[src/rtl/rlhc_regs.svh]
/*
 Constants of the reference-loss hold control: serial word layout,
 configuration fields, reset values and timing counts.
 Assumes a 25 MHz system clock on both ends.
*/
`ifndef RLHC_REGS_SVH
`define RLHC_REGS_SVH

// ---------------------------------------------------------------
// Serial configuration frame
// ---------------------------------------------------------------
`define RLHC_DATA_W 16
`define RLHC_ADDR_W 2
`define RLHC_FRAME_W 18
`define RLHC_ADDR_LSB 16
`define RLHC_ADDR_MSB 17
`define RLHC_NUM_WORDS 4
`define RLHC_BITCNT_W 5
`define RLHC_LAST_BIT 5'h11

// ---------------------------------------------------------------
// Configuration fields
// ---------------------------------------------------------------
`define RLHC_HOLD_WORD 2'h2
`define RLHC_HOLD_EN_BIT 2
`define RLHC_PUMP_OFF_BIT 3
`define RLHC_WORD_RST 16'h0000

// ---------------------------------------------------------------
// Timing
// ---------------------------------------------------------------
`define RLHC_CLK_NS 40
`define RLHC_LOCK_CYCLES 3'h5
`define RLHC_LOCK_CNT_W 3
// Longest reference gap before the status output drops
`define RLHC_REF_LOSS_NS 640
`define RLHC_REF_LOSS_CYC ((`RLHC_REF_LOSS_NS) / (`RLHC_CLK_NS))
`define RLHC_LOSS_CNT_W 5
// Least half period of the serial clock
`define RLHC_SCLK_HALF_NS 80
`define RLHC_SCLK_HALF_CYC \
   (((`RLHC_SCLK_HALF_NS) + (`RLHC_CLK_NS) - 1) / (`RLHC_CLK_NS))
`define RLHC_DIV_W 3

`endif

[src/rtl/rlhc_pkg.sv]
/*
 Types shared by both ends of the reference-loss hold control.
 Assumes rlhc_regs.svh for the widths.
*/
`include "rlhc_regs.svh"

package rlhc_pkg;

   // Device hold state machine
   typedef enum logic [1:0] {
      RLHC_ACQUIRE = 2'b00,
      RLHC_LOCKED  = 2'b01,
      RLHC_HOLD    = 2'b10
   } rlhc_dev_state_t;

   // Controller serial sequencer
   typedef enum logic [1:0] {
      RLHC_IDLE  = 2'b00,
      RLHC_SHIFT = 2'b01,
      RLHC_LATCH = 2'b10
   } rlhc_ser_state_t;

   typedef logic [`RLHC_DATA_W-1:0] rlhc_word_t;
   typedef logic [`RLHC_FRAME_W-1:0] rlhc_frame_t;
   typedef rlhc_word_t [`RLHC_NUM_WORDS-1:0] rlhc_cfg_t;

endpackage

[src/rtl/rlhc_if.sv]
/*
 Link between the synthesizer and its controller: three-wire serial
 configuration port and the reference-present status pin.
 Assumes both ends run on the same clk_sys.
*/
`timescale 1ns/100ps

interface rlhc_if;
   logic ser_clk;
   logic ser_data;
   logic ser_latch;
   logic ref_present;

   modport dev (
      input ser_clk,
      input ser_data,
      input ser_latch,
      output ref_present
   );

   modport ctl (
      output ser_clk,
      output ser_data,
      output ser_latch,
      input ref_present
   );
endinterface

[src/rtl/rlhc_device.sv]
/*
 Synthesizer end: serial configuration words, lock detection, fast
 missing-reference hold, reference-present status and the tri-state
 control of the charge pump output.
 Assumes the reference and feedback edges arrive as one-cycle pulses
 synchronous to clk_sys, and the link inputs are synchronous too.
*/
`timescale 1ns/100ps
`include "rlhc_regs.svh"

module rlhc_device
   import rlhc_pkg::*;
(
   input wire logic clk_sys,
   input wire logic srst,
   rlhc_if.dev link,
   input wire logic ref_edge,
   input wire logic fb_edge,
   input wire logic in_window,
   input wire logic pfd_up,
   input wire logic pfd_dn,
   output logic pump_output_up,
   output logic pump_output_dn,
   output logic pump_output_oe_n,
   output logic locked,
   output logic hold_active,
   output logic hold_en,
   output logic configured
);

   // ---------------------------------------------------------------
   // Declarations
   // ---------------------------------------------------------------
   rlhc_cfg_t cfg_r;
   rlhc_frame_t shift_r;
   logic sclk_q_r;
   logic latch_q_r;
   logic cfg_done_r;
   rlhc_dev_state_t state_r;
   rlhc_dev_state_t state_nxt;
   logic [`RLHC_LOCK_CNT_W-1:0] lock_cnt_r;
   logic ref_seen_r;
   logic ref_seen;
   logic miss;
   logic [`RLHC_LOSS_CNT_W-1:0] loss_cnt_r;
   logic ref_ok_r;
   logic status_r;
   logic pump_off;
   logic pump_hiz;
   logic up_r;
   logic dn_r;
   logic oe_n_r;
   logic sclk_rise;
   logic latch_rise;

   // Word address field of a received frame
   function automatic logic [`RLHC_ADDR_W-1:0] frame_addr(
      input rlhc_frame_t f
   );
      frame_addr = f[`RLHC_ADDR_MSB:`RLHC_ADDR_LSB];
   endfunction

   // Selects one field bit of the hold word
   function automatic logic hold_bit(
      input rlhc_cfg_t c,
      input int unsigned pos
   );
      hold_bit = c[`RLHC_HOLD_WORD][pos];
   endfunction

   // ---------------------------------------------------------------
   // Serial configuration port
   // ---------------------------------------------------------------

   // Edge history of the link strobes
   always_ff @(posedge clk_sys) begin
      if (srst) begin
         sclk_q_r <= 1'b0;
         latch_q_r <= 1'b0;
      end else begin
         sclk_q_r <= link.ser_clk;
         latch_q_r <= link.ser_latch;
      end
   end

   assign sclk_rise = link.ser_clk & ~sclk_q_r;
   assign latch_rise = link.ser_latch & ~latch_q_r;

   // Data shifts in MSB first on each serial clock rise
   always_ff @(posedge clk_sys) begin
      if (srst) begin
         shift_r <= '0;
      end else if (sclk_rise) begin
         shift_r <= {shift_r[`RLHC_FRAME_W-2:0], link.ser_data};
      end
   end

   // The latch strobe commits the last frame; extra bits simply
   // push older ones out, so only the final eighteen count
   always_ff @(posedge clk_sys) begin
      if (srst) begin
         cfg_r <= {`RLHC_NUM_WORDS{`RLHC_WORD_RST}};
      end else if (latch_rise) begin
         cfg_r[frame_addr(shift_r)] <= shift_r[`RLHC_DATA_W-1:0];
      end
   end

   // Configured once any word has been loaded after power-up
   always_ff @(posedge clk_sys) begin
      if (srst) begin
         cfg_done_r <= 1'b0;
      end else if (latch_rise) begin
         cfg_done_r <= 1'b1;
      end
   end

   assign hold_en = hold_bit(cfg_r, `RLHC_HOLD_EN_BIT);
   assign pump_off = hold_bit(cfg_r, `RLHC_PUMP_OFF_BIT);
   assign configured = cfg_done_r;

   // ---------------------------------------------------------------
   // Fast missing-reference detection
   // ---------------------------------------------------------------

   // A reference edge in the same cycle as the feedback edge counts
   // for the current period through ref_seen; in ref_seen_r the clear wins
   assign ref_seen = ref_seen_r | ref_edge;
   assign miss = fb_edge & ~ref_seen;

   always_ff @(posedge clk_sys) begin
      if (srst) begin
         ref_seen_r <= 1'b0;
      end else if (fb_edge) begin
         ref_seen_r <= 1'b0;
      end else if (ref_edge) begin
         ref_seen_r <= 1'b1;
      end
   end

   // ---------------------------------------------------------------
   // Hold state machine
   // ---------------------------------------------------------------

   // Successive in-window feedback cycles; an out-of-window edge or forced pump
   // off restarts the count so lock is always earned afresh
   always_ff @(posedge clk_sys) begin
      if (srst) begin
         lock_cnt_r <= '0;
      end else if (state_r != RLHC_ACQUIRE || pump_off) begin
         lock_cnt_r <= '0;
      end else if (fb_edge) begin
         if (in_window) begin
            lock_cnt_r <= lock_cnt_r + 1'b1;
         end else begin
            lock_cnt_r <= '0;
         end
      end
   end

   always_comb begin
      state_nxt = state_r;
      case (state_r)
         RLHC_ACQUIRE: begin
            if (!pump_off && fb_edge && in_window &&
                lock_cnt_r == `RLHC_LOCK_CYCLES - 1'b1) begin
               state_nxt = RLHC_LOCKED;
            end
         end
         RLHC_LOCKED: begin
            if (pump_off) begin
               state_nxt = RLHC_ACQUIRE;
            end else if (hold_en && miss) begin
               state_nxt = RLHC_HOLD;
            end
         end
         RLHC_HOLD: begin
            // Reference back or pump forced off: relock from scratch
            if (ref_edge || pump_off) begin
               state_nxt = RLHC_ACQUIRE;
            end
         end
         default: begin
            state_nxt = RLHC_ACQUIRE;
         end
      endcase
   end

   always_ff @(posedge clk_sys) begin
      if (srst) begin
         state_r <= RLHC_ACQUIRE;
      end else begin
         state_r <= state_nxt;
      end
   end

   assign locked = (state_r == RLHC_LOCKED);
   assign hold_active = (state_r == RLHC_HOLD);

   // ---------------------------------------------------------------
   // Reference-present status
   // ---------------------------------------------------------------

   // Slow detector: tolerant of jitter but blind to a single miss,
   // which is why the fast path above exists
   always_ff @(posedge clk_sys) begin
      if (srst) begin
         loss_cnt_r <= '0;
         ref_ok_r <= 1'b0;
      end else if (ref_edge) begin
         loss_cnt_r <= '0;
         ref_ok_r <= 1'b1;
      end else if (loss_cnt_r ==
                   `RLHC_LOSS_CNT_W'(`RLHC_REF_LOSS_CYC - 1)) begin
         ref_ok_r <= 1'b0;
      end else begin
         loss_cnt_r <= loss_cnt_r + 1'b1;
      end
   end

   // Status reflects the reference, not lock, so the controller
   // can see it return while the pump is still off
   always_ff @(posedge clk_sys) begin
      if (srst) begin
         status_r <= 1'b0;
      end else begin
         status_r <= ref_ok_r & cfg_done_r;
      end
   end

   assign link.ref_present = status_r;

   // ---------------------------------------------------------------
   // Charge pump output
   // ---------------------------------------------------------------

   // Tri-state by the hold machine or by the controller's command
   assign pump_hiz = (state_nxt == RLHC_HOLD) | pump_off;

   always_ff @(posedge clk_sys) begin
      if (srst) begin
         up_r <= 1'b0;
         dn_r <= 1'b0;
         oe_n_r <= 1'b1;
      end else begin
         up_r <= pfd_up & ~pump_hiz;
         dn_r <= pfd_dn & ~pump_hiz;
         oe_n_r <= pump_hiz;
      end
   end

   assign pump_output_up = up_r;
   assign pump_output_dn = dn_r;
   assign pump_output_oe_n = oe_n_r;

endmodule

[src/flat_wrapper.sv]
// flat-port wrapper written by rule: the top's interface ports become plain ports
module rlhc_device_flat import rlhc_pkg::*;
  (clk_sys, srst, ref_edge, fb_edge, in_window, pfd_up, pfd_dn, pump_output_up, pump_output_dn, pump_output_oe_n, locked, hold_active, hold_en, configured, link_ser_clk, link_ser_data, link_ser_latch, link_ref_present);
  rlhc_if link_i ();
  input wire logic clk_sys;
  input wire logic srst;
  input wire logic ref_edge;
  input wire logic fb_edge;
  input wire logic in_window;
  input wire logic pfd_up;
  input wire logic pfd_dn;
  output logic pump_output_up;
  output logic pump_output_dn;
  output logic pump_output_oe_n;
  output logic locked;
  output logic hold_active;
  output logic hold_en;
  output logic configured;
  input wire logic [$bits(link_i.ser_clk)-1:0] link_ser_clk;
  input wire logic [$bits(link_i.ser_data)-1:0] link_ser_data;
  input wire logic [$bits(link_i.ser_latch)-1:0] link_ser_latch;
  output wire logic [$bits(link_i.ref_present)-1:0] link_ref_present;
  assign link_i.ser_clk = link_ser_clk;
  assign link_i.ser_data = link_ser_data;
  assign link_i.ser_latch = link_ser_latch;
  assign link_ref_present = link_i.ref_present;
  rlhc_device u_core (.clk_sys(clk_sys), .srst(srst), .link(link_i), .ref_edge(ref_edge), .fb_edge(fb_edge), .in_window(in_window), .pfd_up(pfd_up), .pfd_dn(pfd_dn), .pump_output_up(pump_output_up), .pump_output_dn(pump_output_dn), .pump_output_oe_n(pump_output_oe_n), .locked(locked), .hold_active(hold_active), .hold_en(hold_en), .configured(configured));
endmodule
[config.mk]
export PLATFORM = sky130hd
export DESIGN_NAME = rlhc_device_flat
export DESIGN_NICKNAME = d
export VERILOG_FILES = /design/src/rtl/rlhc_pkg.sv /design/src/rtl/rlhc_if.sv /design/src/rtl/rlhc_device.sv /design/src/flat_wrapper.sv
export VERILOG_INCLUDE_DIRS = /design/src /design/src/rtl
export SDC_FILE = /design/constraint.sdc
export NUM_CORES = 1
export LEC_CHECK = 0
export ABC_AREA = 1
export BUFFER_PORTS_ARGS = -buffer_cell sky130_fd_sc_hd__buf_2
export CORE_MARGIN = 5
export CORE_UTILIZATION = 52
export CTS_BUF_LIST = sky130_fd_sc_hd__clkbuf_4
export CTS_CLUSTER_SIZE = 20
export DETAILED_ROUTE_END_ITERATION = 8
export PLACE_DENSITY = 0.72
export SLEW_MARGIN = 20
export SYNTH_ARGS = -nofsm -noshare
export SYNTH_HDL_FRONTEND = slang
export SYNTH_SLANG_ARGS = --single-unit
[constraint.sdc]
create_clock -name clk_sys -period 3.4 [get_ports clk_sys]
set_input_delay 0.34 -clock clk_sys [delete_from_list [all_inputs] [get_ports clk_sys]]
set_output_delay 0.34 -clock clk_sys [all_outputs]
set_load 0.02 [all_outputs]
==> impl_metrics.tcl <==
set metrics [dict create \
    status "completed" \
    grt_overflow 0 \
    wl_per_cell_um 10.57 \
    core_um2 2805 \
    yosysUniqueCellTypes 22 \
    met3_usage_pct 4.028 \
    pin_count 18 \
    totalPowerFinal_w 0.0008084 \
    netlist.area_leader.share_pct 50.81 \
    cp_top_family "adder cells" \
    top_usage_layer "met2" \
    viasPerCell 4.984 \
    cts_setup_buffers 0 \
    clkLatencyLatePin_ns 0.34 \
    synth_area_per_cell_um2 7.961 \
    cp_max_fo 5 \
    hp-class "in -> reg" \
    p_switching_w 0.0002031 \
    synth_area_um2 1536 \
    setup_viol 0 \
    end_kind "flip-flop" \
    startpoint_type "flip-flop" \
    synthFlopType "dfxtp_1" \
    place_inst 236 \
    cap_violations 0 \
    relSlewSlack_pct 81.86 \
    portBuffers 17 \
    synthTopCellsByArea "dfxtp_1 51%, nor2_1 12%, o21ai_0 6.8%" \
    tightest_slew_ns 0.2717 \
    drc 0 \
    die_h_um 64.36 \
    final_nets 226 \
    drive_above_1_share_pct 16.43 \
    dr.pass1.iters 4 \
    rr_worst_depth 7 \
    dr.first_iter.drc_count 99 \
    postCtsHoldBufs 0 \
    leakage_nw 0.7559 \
    ys_seq_area_share_pct 50.81 \
    seq_power_share_pct 61.0 \
    fin_crit_sh_pct 43.68 \
    htree_levels 2 \
    cts_resized 0 \
    die-area_um2 4142 \
    diodes 0 \
    die_width_um 64.36 \
    gp_congestion 0.8076 \
    critical-path-max-stage-delay_ns 0.38 \
    synthToLayoutAreaGrowth_pct 8.388 \
    totalWireLength_um 2578 \
    drv_slew 0 \
    track_usage_pct 14.89 \
    grt_first_pass_wirelength_um 4912 \
    syn-instance-count 193 \
    grt_pass1_vias 1178 \
    crit_path_top_delay_cell "dfxtp_1" \
    syn-num-nets 207 \
    fin_crit_ns 1.485 \
    rsz0062_at_grt "no" \
    rows 19 \
    synthArstFlopShare_pct 0 \
    cp_num_buf_inv 2 \
    final_cells 244 \
    combPwrFrac_pct 9.5 \
    cp_cell_sequence "ha_1, inv_1, nor3_1, ha_1, inv_1, o21ai_0, a21oi_1" \
    crit_cells 7 \
    met1_usage_pct 17.56 \
    grt_max_degree 22 \
    root_buffer "clkbuf_4" \
    synth_top_cell_by_area "dfxtp_1" \
    grt_antenna_before_repair 0 \
    crit_type "reg -> reg" \
    p_clk_share_pct 29.6 \
    synth_edf_count 0 \
    ys_ff_latch 39 \
    whs_path_depth 3 \
    ir_worst_vdd_mv 0.2834 \
    clkTransAtPathRegs_ns 0.10 \
    placed_area_um2 1608 \
    fin_util_pct 59.37 \
    postRouteAntennaNets 0 \
    switching_share_pct 25.13 \
    cts_tree "yes" \
    initial_core_util_pct 54.77 \
    grtUsageMet2_pct 23.58 \
    multiInputGateArea_um2 600.6 \
    dp_hpwl_um 1854 \
    worstPathArrival_ns 1.72 \
    synth_most_common_cell "nor2_1" \
    max_freq_ghz 0.6733 \
    p_per_area_nw_per_um2 485.4 \
    hold_viol_final 0 \
    setup_tns_ns 0 \
    ys_top_cells_by_count "48 x nor2_1, 39 x dfxtp_1, 23 x inv_1, 21 x o21ai_0, 18 x nand2_1" \
    seqCellArea_um2 780.7 \
    design_area_um2 1665 \
    num_vias 1216 \
    fillers 256 \
    finClkSkew_ns 0.007478 \
    numCtsBuffers 5 \
    crit_required_ns 3.63 \
    clock_path_buffers 2 \
    synth_warnings 0 \
    intPower_w 0.0006053 \
    clock-sinks 39 \
]
area by class of cell:
class / count / share of cell area [%]
flip-flops and latches: 39 / 46.88
repair buffers: 17 / 5.109
clock inverters: 1 / 0.3005
well taps: 31 / 2.329
multi-input cells: 123 / 36.06
inverters: 26 / 6.161
clock buffers: 7 / 3.156
placed cells by master (no fill, tap or decap):
cell type / instances
buf_2: 17
nor3_1: 7
inv_1: 23
ha_1: 4
nor2_1: 48
inv_2: 2
nor2_4: 2
nand2_1: 18
clkbuf_4: 7
inv_6: 1
dfxtp_1: 39
nand3b_1: 1
clkinv_2: 1
o22ai_1: 1
nand2_4: 1
xor2_1: 1
o21ai_1: 1
a21oi_2: 1
a21oi_1: 11
o21ai_0: 21
nand3_2: 1
nand2_2: 2
nand3_1: 3
metrics by stage:
stage | worst slack, ns | hold WS (ns)
global route | 1.660 | 0.1826
CTS | 1.918 | 0.1903
floorplan | 2.104 | 0.4193
detailed placement | 1.936 | 0.4612
finish | 1.915 | 0.2052
global placement | 2.060 | 0.4567
power groups by stage:
| stage | logic, W | registers, W | clock network, W |
|---|---|---|---|
| 2_1_floorplan | 0.0000562 | 0.000506 | 0 |
| 3_3_place_gp | 0.0000740 | 0.000502 | 0 |
| 3_5_place_dp | 0.0000771 | 0.000503 | 0 |
| 4_1_cts | 0.0000776 | 0.000493 | 0.000249 |
| 5_1_grt | 0.0000899 | 0.000497 | 0.000271 |
| 6_report | 0.0000767 | 0.000493 | 0.000239 |
worst register-to-register path: stages, from the launching register on:
cell	delay [ns]
dfxtp_1	0.38
ha_1	0.18
inv_1	0.06
nor3_1	0.15
ha_1	0.26
inv_1	0.12
o21ai_0	0.18
a21oi_1	0.06
registers in the layout (all words and copies together) (netlist names), 2 cells and up:
| register | count |
|---|---|
| u_core.loss_cnt_r | 5 |
| u_core.shift_r | 18 |
| u_core.state_r | 2 |
| u_core.lock_cnt_r | 3 |
logic make-up after synthesis:
kind of cell | after synthesis | share of synthesized area, %
DFF | 39 | 50.81
xor gates and xnor gates | 1 | 0.5701
adders and majority gates | 4 | 3.257
AOI/OAI and AO/OA | 35 | 11.73
and+or+nand+nor | 83 | 23.53
buffers and inverters | 31 | 10.10
per-layer routing:
| layer | vias to the layer above | part of all wire, % |
|---|---|---|
| met5 | - | 0 |
| met1 | 538 | 51 |
| met2 | 22 | 42 |
| met3 | 7 | 4.5 |
| met4 | 0 | 2.8 |
| li1 | 649 | - |
worst paths after layout:
check	startpoint	to	slack, ns
setup / recovery	u_core.loss_cnt_r[0]	u_core.loss_cnt_r[4]	1.91
hold / removal	pfd_up	u_core.pump_output_up	0.21
setup reg to reg	u_core.loss_cnt_r[0]	u_core.loss_cnt_r[4]	1.91
hold reg to reg	u_core.configured	u_core.link.ref_present	0.47
(Power assumes the default switching activity.)
